===== config.mk =====
export PLATFORM = sky130hd
export DESIGN_NAME = ndr_dram_ctrl
export DESIGN_NICKNAME = d
export VERILOG_FILES = /design/src/ndr_pkg.sv /design/src/ndr_ref_if.sv /design/src/ndr_refresh_timer.sv /design/src/ndr_dram_ctrl.sv
export SDC_FILE = /design/constraint.sdc
export NUM_CORES = 1
export LEC_CHECK = 0
export BUFFER_PORTS_ARGS = -buffer_cell sky130_fd_sc_hd__buf_4
export CAP_MARGIN = 15
export CELL_PAD_IN_SITES_DETAIL_PLACEMENT = 2
export CELL_PAD_IN_SITES_GLOBAL_PLACEMENT = 2
export CORE_MARGIN = 1
export CORE_UTILIZATION = 33
export DETAILED_ROUTE_END_ITERATION = 10
export HOLD_SLACK_MARGIN = 0.03
export PLACE_DENSITY_LB_ADDON = 0.1
export SLEW_MARGIN = 20
export SYNTH_ARGS = -nofsm -noshare
export SYNTH_HDL_FRONTEND = slang
export SYNTH_SLANG_ARGS = --single-unit

===== constraint.sdc =====
create_clock -name clk -period 2.75 [get_ports clk]
set_input_delay 0.275 -clock clk [delete_from_list [all_inputs] [get_ports clk]]
set_output_delay 0.275 -clock clk [all_outputs]
set_load 0.02 [all_outputs]

===== src/ndr_pkg.sv =====
package ndr_pkg;

   // ***********************************************
   // clock and conversion helpers
   // ***********************************************
   localparam int CLK_PS = 5000;

   // least time in ns to whole cycles, rounded up, at least one
   function automatic int cycMin(input int ns);
      int c;
      c = (ns * 1000 + CLK_PS - 1) / CLK_PS;
      return (c < 1) ? 1 : c;
   endfunction

   // longest time in ns to whole cycles, rounded down, at least one
   function automatic int cycMax(input int ns);
      int c;
      c = (ns * 1000) / CLK_PS;
      return (c < 1) ? 1 : c;
   endfunction

   function automatic int imax(input int a, input int b);
      return (a > b) ? a : b;
   endfunction

   // ***********************************************
   // power-up and refresh figures
   // ***********************************************
   localparam int PAUSE_US = 200;
   localparam int PAUSE_CYC_DEF = cycMin(PAUSE_US * 1000);
   localparam logic [3:0] INIT_CBR_COUNT = 4'h8;
   localparam int REF_ROWS = 512;
   localparam int REF_PERIOD_NS = 8200000;
   localparam int REF_INT_CYC = cycMax(REF_PERIOD_NS / REF_ROWS);

   // ***********************************************
   // strobe timing in ns and derived cycle counts
   // ***********************************************
   localparam int RAS_MAX_NS = 100000;
   localparam int RAS_MAX_CYC_DEF = cycMax(RAS_MAX_NS);
   localparam int RAS_MIN_CYC = cycMin(70);
   localparam int RP_CYC = cycMin(45);
   localparam int RAH_CYC = cycMin(10);
   localparam int RCD_CYC = cycMin(20);
   localparam int ROW_ACCESS_NS = 100;
   localparam int RD_CAS_CYC = imax(cycMin(ROW_ACCESS_NS) - RCD_CYC, 1);
   localparam int CSR_CYC = cycMin(0);
   localparam int CHR_CYC = cycMin(10);
   localparam int CWD_CYC = cycMin(20);
   localparam int AWD_CYC = cycMin(35);
   localparam int RWD_CYC = cycMin(70);
   localparam int RMW_WE_CYC =
      imax(imax(RWD_CYC - RCD_CYC, CWD_CYC), AWD_CYC - (RCD_CYC - RAH_CYC)) + 1;
   localparam int CWL_CYC = cycMin(12);
   localparam int RWL_CYC = cycMin(15);
   localparam int NC_CYC = cycMin(40);
   localparam int NRWC_CYC = cycMin(60);
   localparam int NCP_CYC = cycMin(10);
   localparam int NPA_CYC = cycMax(35);
   localparam int NIB_LOW_CYC = imax(NC_CYC - NCP_CYC, NPA_CYC - NCP_CYC + 1);
   localparam int FCAC_CYC = cycMin(45);
   localparam int FCWD_CYC = imax(cycMin(45), FCAC_CYC);
   localparam int CPT_CYC = cycMin(20);

   // ***********************************************
   // user commands and sequencer states
   // ***********************************************
   typedef enum logic [2:0] {
      CMD_READ = 3'h0,
      CMD_WRITE = 3'h1,
      CMD_RMW = 3'h2,
      CMD_NIB_READ = 3'h3,
      CMD_NIB_WRITE = 3'h4,
      CMD_CTEST = 3'h5
   } ndr_cmd_t;

   typedef enum logic [11:0] {
      ST_PAUSE = 12'h001,
      ST_IDLE = 12'h002,
      ST_CBR_CAS = 12'h004,
      ST_CBR_RAS = 12'h008,
      ST_ROW = 12'h010,
      ST_COL = 12'h020,
      ST_WE = 12'h040,
      ST_NIB_PRE = 12'h080,
      ST_CT_PRE = 12'h100,
      ST_CT_COL = 12'h200,
      ST_RAS_END = 12'h400,
      ST_PRECH = 12'h800
   } ndr_state_t;

endpackage


===== src/ndr_ref_if.sv =====
// pause and refresh handshake between timer and sequencer
interface ndr_ref_if;
   logic pauseDone;
   logic refReq;
   logic refAck;
   modport timer(output pauseDone, output refReq, input refAck);
   modport ctrl(input pauseDone, input refReq, output refAck);
endinterface


===== src/ndr_refresh_timer.sv =====
module ndr_refresh_timer #(
   parameter int PAUSE_CYC = ndr_pkg::PAUSE_CYC_DEF
) (
   // clock and reset
   input wire logic clk,
   input wire logic rst,
   // handshake to sequencer
   ndr_ref_if.timer rif
);
   import ndr_pkg::*;

   int pause_q;
   int tick_q;
   logic pauseDone_q;
   logic refReq_q;

   // ***********************************************
   // power-up pause, strobes idle meanwhile
   // ***********************************************
   always_ff @(posedge clk) begin
      if (rst) begin
         pause_q <= 0;
         pauseDone_q <= 1'h0;
      end else if (!pauseDone_q) begin
         pause_q <= pause_q + 1;
         if (pause_q >= PAUSE_CYC - 1) begin
            pauseDone_q <= 1'h1;
         end
      end
   end

   // ***********************************************
   // refresh interval ticker and pending request
   // ***********************************************
   // evenly spaced ticks over the refresh period
   always_ff @(posedge clk) begin
      if (rst || !pauseDone_q) begin
         tick_q <= 0;
      end else if (tick_q >= REF_INT_CYC - 1) begin
         tick_q <= 0;
      end else begin
         tick_q <= tick_q + 1;
      end
   end

   // a tick in the ack cycle keeps the request
   always_ff @(posedge clk) begin
      if (rst) begin
         refReq_q <= 1'h0;
      end else if (pauseDone_q && tick_q >= REF_INT_CYC - 1) begin
         refReq_q <= 1'h1;
      end else if (rif.refAck) begin
         refReq_q <= 1'h0;
      end
   end

   assign rif.pauseDone = pauseDone_q;
   assign rif.refReq = refReq_q;

endmodule


===== src/ndr_dram_ctrl.sv =====
// Notes on behaviour
// - after power-up keep both strobes high 200 us, then eight init cycles.
// - using the internal counter, initialise with eight column-before-row refreshes.
// - a read keeps the write strobe high until the column strobe rises.
// - never mix single read, write or read-modify-write with nibble mode.
// - refresh all 512 rows within every 8.2 ms.
// - hold column strobe low at least 10 ns after row strobe falls.
// - in refresh the column strobe may fall right after row precharge.
// - nibble cycles last at least 40 ns with 10 ns column precharge.
// - a nibble read-modify-write cycle lasts at least 60 ns.
// - counter test procedure is run by the user through counter test commands.
// - counter test data within 45 ns; keep write delay and 20 ns precharge.
// - row strobe low at least 70 ns and at most 100000 ns.
// - row strobe high at least 45 ns between cycles.
module ndr_dram_ctrl #(
   parameter int PAUSE_CYC = ndr_pkg::PAUSE_CYC_DEF,
   parameter int RAS_MAX_CYC = ndr_pkg::RAS_MAX_CYC_DEF
) (
   // clock and reset
   input wire logic clk,
   input wire logic rst,
   // user request
   input wire logic reqValid,
   output logic reqReady,
   input wire ndr_pkg::ndr_cmd_t reqCmd,
   input wire logic [19:0] reqAddr,
   input wire logic [3:0] reqWdata,
   // user answer
   output logic rspValid,
   output logic [3:0] rspData,
   output logic initDone,
   // memory pins
   output logic rowStrobeN,
   output logic columnStrobeN,
   output logic writeStrobeN,
   output logic [9:0] addressLines,
   output logic dataInPin,
   input wire logic dataOutPin
);
   import ndr_pkg::*;

   ndr_state_t state_q;
   ndr_cmd_t cmd_q;
   int el_q;
   int rasLow_q;
   int rasHigh_q;
   int refWait_q;
   logic [19:0] addrReq_q;
   logic [3:0] wdata_q;
   logic [3:0] rdBuf_q;
   logic [1:0] nib_q;
   logic [3:0] initLeft_q;
   logic ctest_q;
   logic rasN_q;
   logic casN_q;
   logic weN_q;
   logic [9:0] addr_q;
   logic dq_q;
   logic rspValid_q;
   logic refAck_q;

   ndr_ref_if rif();

   ndr_refresh_timer #(.PAUSE_CYC(PAUSE_CYC)) uTimer (
      .clk(clk),
      .rst(rst),
      .rif(rif)
   );

   // ***********************************************
   // command decoding helpers
   // ***********************************************
   function automatic logic isWr(input ndr_cmd_t c);
      return (c == CMD_WRITE) || (c == CMD_NIB_WRITE);
   endfunction

   function automatic logic isNib(input ndr_cmd_t c);
      return (c == CMD_NIB_READ) || (c == CMD_NIB_WRITE);
   endfunction

   // cycles elapsed in the current state reach n
   function automatic logic done(input int n);
      return el_q >= n - 1;
   endfunction

   // ***********************************************
   // strobe sequencer
   // ***********************************************
   always_ff @(posedge clk) begin
      if (rst) begin
         state_q <= ST_PAUSE;
         el_q <= 0;
         cmd_q <= CMD_READ;
         addrReq_q <= 20'h00000;
         wdata_q <= 4'h0;
         rdBuf_q <= 4'h0;
         nib_q <= 2'h0;
         initLeft_q <= INIT_CBR_COUNT;
         ctest_q <= 1'h0;
         rasN_q <= 1'h1;
         casN_q <= 1'h1;
         weN_q <= 1'h1;
         addr_q <= 10'h000;
         dq_q <= 1'h0;
         rspValid_q <= 1'h0;
         refAck_q <= 1'h0;
      end else begin
         el_q <= el_q + 1;
         rspValid_q <= 1'h0;
         refAck_q <= 1'h0;
         case (state_q)
            ST_PAUSE: begin
               if (rif.pauseDone) begin
                  state_q <= ST_IDLE;
                  el_q <= 0;
               end
            end
            ST_IDLE: begin
               if (initLeft_q != 4'h0 || rif.refReq) begin
                  casN_q <= 1'h0;
                  ctest_q <= 1'h0;
                  state_q <= ST_CBR_CAS;
                  el_q <= 0;
               end else if (reqValid) begin
                  cmd_q <= reqCmd;
                  addrReq_q <= reqAddr;
                  wdata_q <= reqWdata;
                  nib_q <= 2'h0;
                  el_q <= 0;
                  if (reqCmd == CMD_CTEST) begin
                     casN_q <= 1'h0;
                     ctest_q <= 1'h1;
                     state_q <= ST_CBR_CAS;
                  end else begin
                     rasN_q <= 1'h0;
                     addr_q <= reqAddr[19:10];
                     state_q <= ST_ROW;
                  end
               end
            end
            ST_CBR_CAS: begin
               if (done(CSR_CYC)) begin
                  rasN_q <= 1'h0;
                  state_q <= ST_CBR_RAS;
                  el_q <= 0;
               end
            end
            ST_CBR_RAS: begin
               if (ctest_q && done(CHR_CYC)) begin
                  casN_q <= 1'h1;
                  addr_q <= addrReq_q[9:0];
                  state_q <= ST_CT_PRE;
                  el_q <= 0;
               end else if (!ctest_q) begin
                  if (done(CHR_CYC)) begin
                     casN_q <= 1'h1;
                  end
                  if (done(RAS_MIN_CYC)) begin
                     rasN_q <= 1'h1;
                     state_q <= ST_PRECH;
                     el_q <= 0;
                     if (initLeft_q != 4'h0) begin
                        initLeft_q <= initLeft_q - 4'h1;
                     end else begin
                        refAck_q <= 1'h1;
                     end
                  end
               end
            end
            ST_ROW: begin
               if (done(RAH_CYC)) begin
                  addr_q <= addrReq_q[9:0];
               end
               if (done(RCD_CYC)) begin
                  casN_q <= 1'h0;
                  weN_q <= !isWr(cmd_q);
                  dq_q <= wdata_q[0];
                  state_q <= ST_COL;
                  el_q <= 0;
               end
            end
            ST_COL: begin
               if (cmd_q == CMD_RMW) begin
                  if (done(RMW_WE_CYC)) begin
                     rdBuf_q[0] <= dataOutPin;
                     weN_q <= 1'h0;
                     dq_q <= wdata_q[0];
                     state_q <= ST_WE;
                     el_q <= 0;
                  end
               end else if (done((!isWr(cmd_q) && nib_q == 2'h0) ? RD_CAS_CYC : NIB_LOW_CYC)) begin
                  if (!isWr(cmd_q)) begin
                     rdBuf_q[nib_q] <= dataOutPin;
                  end
                  casN_q <= 1'h1;
                  el_q <= 0;
                  if (isNib(cmd_q) && nib_q != 2'h3) begin
                     nib_q <= nib_q + 2'h1;
                     state_q <= ST_NIB_PRE;
                  end else begin
                     state_q <= ST_RAS_END;
                  end
               end
            end
            ST_NIB_PRE: begin
               if (done(NCP_CYC)) begin
                  casN_q <= 1'h0;
                  dq_q <= wdata_q[nib_q];
                  state_q <= ST_COL;
                  el_q <= 0;
               end
            end
            ST_CT_PRE: begin
               if (done(CPT_CYC)) begin
                  casN_q <= 1'h0;
                  state_q <= ST_CT_COL;
                  el_q <= 0;
               end
            end
            ST_CT_COL: begin
               if (done(FCWD_CYC)) begin
                  rdBuf_q[0] <= dataOutPin;
                  weN_q <= 1'h0;
                  dq_q <= wdata_q[0];
                  state_q <= ST_WE;
                  el_q <= 0;
               end
            end
            ST_WE: begin
               if (done(CWL_CYC)) begin
                  casN_q <= 1'h1;
                  state_q <= ST_RAS_END;
                  el_q <= 0;
               end
            end
            ST_RAS_END: begin
               if (done(RWL_CYC) && rasLow_q >= RAS_MIN_CYC) begin
                  rasN_q <= 1'h1;
                  weN_q <= 1'h1;
                  rspValid_q <= 1'h1;
                  state_q <= ST_PRECH;
                  el_q <= 0;
               end
            end
            ST_PRECH: begin
               if (done(RP_CYC)) begin
                  state_q <= ST_IDLE;
                  el_q <= 0;
               end
            end
            default: begin
               rasN_q <= 1'h1;
               casN_q <= 1'h1;
               weN_q <= 1'h1;
               state_q <= ST_PRECH;
               el_q <= 0;
            end
         endcase
      end
   end

   // ***********************************************
   // strobe width and refresh wait counters
   // ***********************************************
   // cycles spent with the row strobe low
   always_ff @(posedge clk) begin
      if (rst || rasN_q) begin
         rasLow_q <= 0;
      end else begin
         rasLow_q <= rasLow_q + 1;
      end
   end

   // cycles of row precharge, saturating
   always_ff @(posedge clk) begin
      if (rst) begin
         rasHigh_q <= RP_CYC;
      end else if (!rasN_q) begin
         rasHigh_q <= 0;
      end else if (rasHigh_q < RP_CYC) begin
         rasHigh_q <= rasHigh_q + 1;
      end
   end

   // age of a pending refresh request
   always_ff @(posedge clk) begin
      if (rst || !rif.refReq) begin
         refWait_q <= 0;
      end else begin
         refWait_q <= refWait_q + 1;
      end
   end

   // ***********************************************
   // outputs
   // ***********************************************
   assign rif.refAck = refAck_q;
   assign reqReady = (state_q == ST_IDLE) && (initLeft_q == 4'h0) && !rif.refReq;
   assign initDone = (state_q != ST_PAUSE) && (initLeft_q == 4'h0);
   assign rspValid = rspValid_q;
   assign rspData = rdBuf_q;
   assign rowStrobeN = rasN_q;
   assign columnStrobeN = casN_q;
   assign writeStrobeN = weN_q;
   assign addressLines = addr_q;
   assign dataInPin = dq_q;

   // ***********************************************
   // checks
   // ***********************************************
   chk_pause_strobes_high: assert property (
      @(posedge clk) disable iff (rst) !rif.pauseDone |-> rasN_q && casN_q)
      else $error("strobe active during power-up pause");
   chk_init_before_access: assert property (
      @(posedge clk) disable iff (rst) $fell(casN_q) && !rasN_q |-> initLeft_q == 4'h0)
      else $error("access before initialisation refreshes");
   chk_read_we_high: assert property (
      @(posedge clk) disable iff (rst)
      !casN_q && (cmd_q == CMD_READ || cmd_q == CMD_NIB_READ) && state_q == ST_COL |-> weN_q)
      else $error("write strobe low during read");
   chk_refresh_served: assert property (
      @(posedge clk) disable iff (rst) refWait_q < REF_INT_CYC)
      else $error("refresh request waited a whole interval");
   chk_cbr_cas_hold: assert property (
      @(posedge clk) disable iff (rst) $fell(rasN_q) && !casN_q |-> !casN_q [*2])
      else $error("column strobe released too soon after refresh row fall");
   chk_nibble_precharge: assert property (
      @(posedge clk) disable iff (rst) $rose(casN_q) && !rasN_q |-> casN_q [*2])
      else $error("column precharge shorter than two cycles");
   chk_ctest_precharge: assert property (
      @(posedge clk) disable iff (rst) $rose(casN_q) && ctest_q && !rasN_q |-> casN_q [*4])
      else $error("counter test column precharge too short");
   chk_ras_width_min: assert property (
      @(posedge clk) disable iff (rst) $rose(rasN_q) |-> $past(rasLow_q) >= RAS_MIN_CYC - 1)
      else $error("row strobe pulse too short");
   chk_ras_width_max: assert property (
      @(posedge clk) disable iff (rst) rasLow_q < RAS_MAX_CYC)
      else $error("row strobe pulse too long");
   chk_precharge_min: assert property (
      @(posedge clk) disable iff (rst) $fell(rasN_q) |-> $past(rasHigh_q) >= RP_CYC)
      else $error("row precharge too short");

endmodule


* Yosys cells after proc, flatten, opt, wreduce, memory -nomap -nowiden
Cells that the tools add are included.
Word-level totals: register bits 186, input port bits 31, output and inout port bits 21, logic and storage cells 251
Cells by class: $add $sub $neg 7, $lt $le $gt $ge 13, equal/unequal tests 50, mux-type cells 101, bitwise logic cells 11, reductions and logical operators 47
Operator list (count):
- $mux W32 | 15
- $pmux W32 S10 | 1
- $mux W12 | 17
- $pmux W12 S12 | 1
- $add A32 B2 Y32 const B | 4
- $ge A32 B5 Y1 const B | 4
- $ge A32 B3 Y1 const B | 2
- $mux W10 | 5
- $mux W1 | 44
- $ne A2 B2 Y1 const B | 22
- $ge A32 B1 Y1 const B | 1
- $ge A32 B13 Y1 const B | 1
- $ge A32 B17 Y1 const B | 1
- $ge A32 B2 Y1 const B | 1
- $ge A32 B6 Y1 | 1
- $pmux W10 S3 | 1
- $ne A3 B3 Y1 const B | 8
- $reduce_and A6 Y1 | 4
- $reduce_or A8 Y1 | 2
- $reduce_and A14 Y1 | 1
- $eq A12 B1 Y1 const B | 1
- $eq A12 B10 Y1 const B | 1
- $eq A12 B11 Y1 const B | 1
- $eq A12 B12 Y1 const B | 1
- other kinds (45) | 89

* Depth between registers and ports, before layout
Gate-level depths: netlist of the first run.
depth in word-level cells 10, depth in mapped cells 13, gate-level depth less buffers 12

* Modules after synthesis
From an unflattened synthesis of the first run, not the netlist that was laid out.
Unflattened totals: cells, all modules 1106, area, all modules 9218.8 um^2
Modules (own cells, without submodules):
- ndr_dram_ctrl | instances 1, cells each 740, area each 6024.5 um^2, sequential area each 2402.3 um^2
- ndr_refresh_timer | instances 1, cells each 366, area each 3194.3 um^2, sequential area each 1321.3 um^2

* Worst setup path before layout of the first run
OpenSTA, ideal clock, no wires.
path kind register to register, from register cmd_q[0], to register dq_q, in the netlist dataInPin, setup time 123 ps, data arrival time 2493 ps, data required time 2627 ps, slack 134 ps, stages on the path, launching flop included 13, path buffers 1, clock period less this slack 2616 ps, path through dfxtp_1 clkbuf_1 xnor2_1 o21ai_0 ha_1 nand2_1 o21bai_1 nor4_1 o31ai_1 nor2_1 nand4b_2 a211oi_2 mux2_1
On the way: cells in the longest elaborated chain, start to end 3
Ends and longest elaborated chain:
- start: declaration | RTL line ndr_dram_ctrl.sv:43 | ndr_cmd_t cmd_q;
- start signal: assignment | RTL line ndr_dram_ctrl.sv:125 | cmd_q <= reqCmd;
- $eq A3 B2 Y1 | RTL line ndr_dram_ctrl.sv:183 | if (cmd_q == CMD_RMW) begin
- $ne A2 B2 Y1 (no line)
- $reduce_and A6 Y1 (no line)
- end signal: assignment | RTL line ndr_dram_ctrl.sv:177 | dq_q <= wdata_q[0];
- end signal: assignment | RTL line ndr_dram_ctrl.sv:187 | dq_q <= wdata_q[0];
- end signal: assignment | RTL line ndr_dram_ctrl.sv:208 | dq_q <= wdata_q[nib_q];
- end: declaration | RTL line ndr_dram_ctrl.sv:58 | logic dq_q;
Every way passes these cells. A chain may end at the register's enable or synchronous reset.

==> results of run 1 <==
## metrics by stage
step / hold slack (ns) / std cells
after global placement: 0.440 / 1525
after CTS: 0.0703 / 1557
final: 0.0859 / 1566
after floorplan: 0.415 / 1106
after global routing: 0.0833 / 1566
after detailed placement: 0.451 / 1525
## worst paths after layout
path | start | slack (ns) | to | depth (start not counted)
max | rasLow_q[19] | 0.07 | dataInPin | 8
min | reqAddr[6] | 0.09 | addrReq_q[6] | 3
max reg2reg | rasLow_q[19] | 0.07 | dataInPin | 8
min reg2reg | addrReq_q[5] | 0.46 | addrReq_q[5] | 2
## logic make-up after synthesis
| group | synth area share |
|---|---|
| AND/OR/NAND/NOR | 0.313 |
| multiplexers | 0.0113 |
| XOR/XNOR | 0.109 |
| adder cells (fa/ha/maj) | 0.0222 |
| buffers and inverters | 0.0313 |
| AO/OA/AOI/OAI | 0.100 |
| flip-flops | 0.414 |
## power groups by stage
stage	logic, mW	clock network, mW	registers, mW
after floorplan	0.734	0	2.85
after global placement	1.20	0	2.86
after detailed placement	1.23	0	2.86
after CTS	1.26	2.59	2.80
after global routing	1.68	2.69	2.81
final	1.55	2.50	2.80
## worst max-delay path, delay by kind of cell (launching register included)
| kind | cells | cell delay [ns] |
|---|---|---|
| AOI/OAI and AO/OA | 3 | 0.70 |
| DFF | 1 | 0.34 |
| muxes | 1 | 0.33 |
| and+or+nand+nor | 4 | 1.21 |
## registers in the layout (all words and copies together) (netlist names), 10 cells and up
name / cells
addressLines: 10
el_q: 32
addrReq_q: 10
uTimer.tick_q: 32
rasLow_q: 32
uTimer.pause_q: 32
state_q: 12
## metal layers
layer	vias to the layer above	routed length, um	part of all wire	track usage
met2	64	13800	0.49	0.349
met3	25	653	0.023	0.0284
li1	4038	-	-	-
met4	0	342	0.012	0.0507
met5	-	0	0	0
met1	3998	13100	0.47	0.252
## placed cells by master, fill, tap and decap left out, types with 9 or more instances in the layout
cell / netlist / routed
nor2_1: 182 / 179
nand3_1: 61 / 60
inv_1: 16 / 16
nor4_1: 32 / 22
buf_4: 1 / 135
and3_1: 44 / 44
dfxtp_1: 186 / 183
and2_1: 11 / 12
nand2_1: 132 / 129
xor2_1: 76 / 76
o21ai_0: 24 / 23
a21oi_1: 53 / 52
ha_1: 16 / 15
a311oi_1: 11 / 11
clkbuf_16: 0 / 19
nand4_1: 23 / 23
mux2i_1: 9 / 9
nor3_1: 17 / 15
or3_1: 18 / 18
xnor2_1: 36 / 35
## final cells by class
| type | count | share of cell area |
|---|---|---|
| clock buffers | 18 | 0.0394 |
| clock inverters | 14 | 0.0132 |
| multi-input cells | 849 | 0.467 |
| well taps | 341 | 0.0382 |
| flip-flops and latches | 186 | 0.334 |
| inverters | 16 | 0.00538 |
| repair buffers | 142 | 0.103 |
## timing repair
item,4_1_cts,5_1_grt
gates cloned,0,3
pin swaps,3,8
setup endpoints to repair,43,52
gates resized for setup,13,32
setup buffers,0,6
==> reports/metrics.yaml, run 1 <==
start_util: 0.335
switching_power_mw: 2.18
maxCapViolCount: 0
first_pass_iters: 4
crit_chain: "nor4_4 -> nand4_1 -> or4_4 -> a21o_1 -> a21oi_4 -> nand4b_4 -> a211oi_2 -> mux2_4"
area_growth_pct: 23.9
numCtsBuffers: 17
crit_required_ns: 3.07
hold_violations: 0
dp_hpwl_um: 19700
grt_setup_unrepaired: "true"
worstMarginPinSlew_ns: 0.671
clkLatencyLatePin_ns: 0.44
synth_most_common_cell: "dfxtp_1"
die_h_um: 167
synth_seq_area_share: 0.414
ys_seq_elements: 186
finalCritPeriodShare: 0.976
setup_ws_ns: 0.0650
drc: 0
fmax_ghz: 0.372
clockBufferDepth: 2
htreeDepth: 4
clock-sinks: 186
dieArea_mm2: 0.0280
endpoint_kind: "register"
netlist_area_mm2: 0.00900
drt-total-wl_um: 27900
yosysWarnings: 0
cp_slowest_cell: "or4_4"
diodes: 0
antenna_found_initial: 0
outcome: "finished clean"
num_vias: 8125
worstPathMaxFanout: 3
synthTopCellsByArea: "dfxtp_1 41%, nor2_1 7.6%, xor2_1 7.4%"
relSlewSlack: 0.551
routabilityCongestion: 0.825
drive_gt1_frac: 0.186
io_pins: 52
slowest_delay_ns: 0.58
synth_edf_count: 0
p_total_mw: 6.85
p_int_mw: 4.68
worstSetupPathType: "register to register"
clk_transition_reported_paths_ns: 0.08
netlist.area_leader.share: 0.414
die_w_um: 167
vdd_drop_max_mv: 0.378
design.core.area_mm2: 0.0269
final.setup_skew_ns: 0.0127
syn-num-nets: 1153
grt_overflow_total: 0
power_density_mw_per_mm2: 614
worstSetupStartpointType: "register"
multiInputGateArea_mm2: 0.00521
register_area_mm2: 0.00373
hold_buffers: 0
nets: 1259
cp.arrival_ns: 3.00
final_core_util: 0.415
leakage_nw: 4.22
clock_power_share: 0.365
n_fill_cell: 3028
final_area_mm2: 0.0112
yosys.area.top_type: "dfxtp_1"
root_buffer: "clkbuf_16"
portBuffers: 51
syn_inst: 1106
grt_max_degree: 46
grt_pass1_vias: 8630
drv_slew: 0
cts_tree: "yes"
avgSynthCellArea_um2: 8.14
drtIter0Drc: 281
seqPwrFrac: 0.408
p_sw_frac: 0.318
rows: 60
synthArstFlopShare: 0
yosysUniqueCellTypes: 69
finalCriticalPeriod_ns: 2.68
p_comb_frac: 0.227
wl_per_cell_um: 17.8
grt_usage: 0.198
final_antenna_net_count: 0
synthFlopType: "dfxtp_1"
via_per_inst: 5.19
grt_pass1_wl_um: 44700
pre_cts_ws_ns: -0.0820
netlist_top_cells_count: "186 x dfxtp_1, 182 x nor2_1, 132 x nand2_1"
place_area_mm2: 0.0102
setup_viol: 0
hp-class: "input port to register"
tns_ns: 0
Note: power is estimated with default switching activity, not from simulation.
==> run 2: changes to the inputs <==
RECOVER_POWER = 100   (was not set)
==> reports/metrics.yaml, run 2 (same netlist as run 1, synthesis figures left out) <==
outcome: "finished with violations"
violations: "capacitance limit, slew limit"
final.setup_skew_ns: 0.0128  # +0.0000586 ns
place_area_mm2: 0.0102  # unchanged
finalCriticalPeriod_ns: 2.69  # +0.00244 ns
rows: 60  # unchanged
antenna_found_initial: 0  # unchanged
clk_transition_reported_paths_ns: 0.08  # about the same
finalCritPeriodShare: 0.977  # about the same
design.core.area_mm2: 0.0269  # unchanged
cts_tree: "yes"
area_growth_pct: 22.8
endpoint_kind: "register"
relSlewSlack: -0.279  # -0.830
clkLatencyLatePin_ns: 0.44  # about the same
slowest_delay_ns: 0.58  # about the same
grt_setup_unrepaired: "true"
io_pins: 52  # unchanged
routabilityCongestion: 0.825  # unchanged
wl_per_cell_um: 17.8  # about the same
dp_hpwl_um: 19700  # unchanged
cp_slowest_cell: "or4_4"
setup_viol: 0  # unchanged
vdd_drop_max_mv: 0.376  # -0.63%
grt_pass1_vias: 8630  # unchanged
crit_required_ns: 3.07  # about the same
drt-total-wl_um: 27900  # about the same
worstSetupPathType: "register to register"
die_w_um: 167  # unchanged
numCtsBuffers: 17  # unchanged
n_fill_cell: 3053  # +0.83%
fmax_ghz: 0.372  # about the same
hp-class: "input port to register"
clock-sinks: 186  # unchanged
via_per_inst: 5.19  # +0.11%
power_density_mw_per_mm2: 618  # +0.64%
maxCapViolCount: 1  # +1
final_cell_mix: "183 x dfxtp_1, 179 x nor2_1, 130 x nand2_1"
drv_slew: 33  # +33
crit_chain: "nor4_4 -> nand4_1 -> or4_4 -> a21o_1 -> a21oi_4 -> nand4b_4 -> a211oi_2 -> mux2_4"
nets: 1259  # unchanged
hold_violations: 0  # unchanged
dp.cells: 1525  # unchanged
final_area_mm2: 0.0111  # -0.87%
grt_max_degree: 46  # unchanged
drive_gt1_frac: 0.163  # -0.0229
drc: 0  # unchanged
root_buffer: "clkbuf_16"
layout_commonest_cell: "dfxtp_1"
worstPathMaxFanout: 3  # unchanged
worstMarginPinSlew_ns: 1.92  # +1.25 ns
htreeDepth: 4  # unchanged
p_total_mw: 6.84  # -0.24%
finalNonFillerCells: 1566  # unchanged
dieArea_mm2: 0.0280  # unchanged
first_pass_iters: 4  # unchanged
clockBufferDepth: 2  # unchanged
final_antenna_net_count: 0  # unchanged
num_vias: 8134  # +0.11%
start_util: 0.335  # unchanged
grt_usage: 0.198  # unchanged
cp.arrival_ns: 3.01  # about the same
worstSetupStartpointType: "register"
leakage_nw: 4.12  # -2.4%
diodes: 0  # unchanged
grt_pass1_wl_um: 44700  # unchanged
grt_overflow_total: 0  # unchanged
die_h_um: 167  # unchanged
drtIter0Drc: 272  # -3.2%
portBuffers: 51  # unchanged
-- run 2: cell types whose count changed in the layout (fill, tap and decap cells not counted), sizes merged --
| cell | previous run | this run |
|---|---|---|
| buf | 140 | 115 |
| clkbuf | 20 | 45 |
-- run 2: cell type report --
class,count,area (um^2),area share
clock buffers,18,439,0.0397
clock inverters,14,148,0.0133
inverters,16,60.1,0.00543
multi-input cells,849,5210,0.471
flip-flops and latches,186,3730,0.337
well taps,341,427,0.0386
repair buffers,142,1050,0.0951
-- run 2: per-layer routing --
| layer | track usage | wire length (um) | vias up | part of all wire |
|---|---|---|---|---|
| li1 | - | - | 4035 | - |
| met1 | 0.252 | 13100 | 4006 | 0.47 |
| met2 | 0.349 | 13700 | 66 | 0.49 |
| met3 | 0.0284 | 672 | 27 | 0.024 |
| met4 | 0.0507 | 352 | 0 | 0.013 |
| met5 | 0 | 0 | - | 0 |
-- run 2: path summary, 6_finish.rpt --
check / startpoint / to / slack, ns / depth (start not counted)
max reg2reg: rasLow_q[19] / dataInPin / 0.06 / 8
min: reqAddr[6] / addrReq_q[6] / 0.09 / 3
min reg2reg: addrReq_q[5] / addrReq_q[5] / 0.46 / 2
max: rasLow_q[19] / dataInPin / 0.06 / 8
-- run 2: worst max-delay path, delay by kind of cell, from the launching register on --
| kind | cells | cell delay (ns) |
|---|---|---|
| DFF | 1 | 0.34 |
| and+or+nand+nor | 4 | 1.21 |
| muxes | 1 | 0.33 |
| AOI/OAI and AO/OA | 3 | 0.70 |
-- run 2: per-stage QoR --
stage | setup WS [ns] | util | hold slack (ns) | setup TNS [ns]
floorplan | 0.134 | - | 0.415 | 0
global placement | 0.0653 | 0.381 | 0.440 | 0
detailed placement | -0.0820 | 0.381 | 0.451 | -1.43
CTS | 0.00115 | 0.406 | 0.0703 | 0
global route | -0.0923 | 0.412 | 0.0833 | -1.32
finish | 0.0626 | 0.412 | 0.0870 | 0
-- run 2: what timing repair did --
| action | CTS | global route |
|---|---|---|
| cloned | 0 | 3 |
| gates resized for setup | 13 | 32 |
| setup buffers | 0 | 6 |
| endpoints found under the setup margin | 43 | 52 |
| hold buffers | 0 | 0 |
| pin swaps | 3 | 8 |
-- run 2: where the power goes --
| part | internal [mW] | switching (mW) | total [mW] |
|---|---|---|---|
| logic | 0.680 | 0.861 | 1.54 |
| clock network | 1.24 | 1.26 | 2.50 |
| registers | 2.74 | 0.0562 | 2.80 |
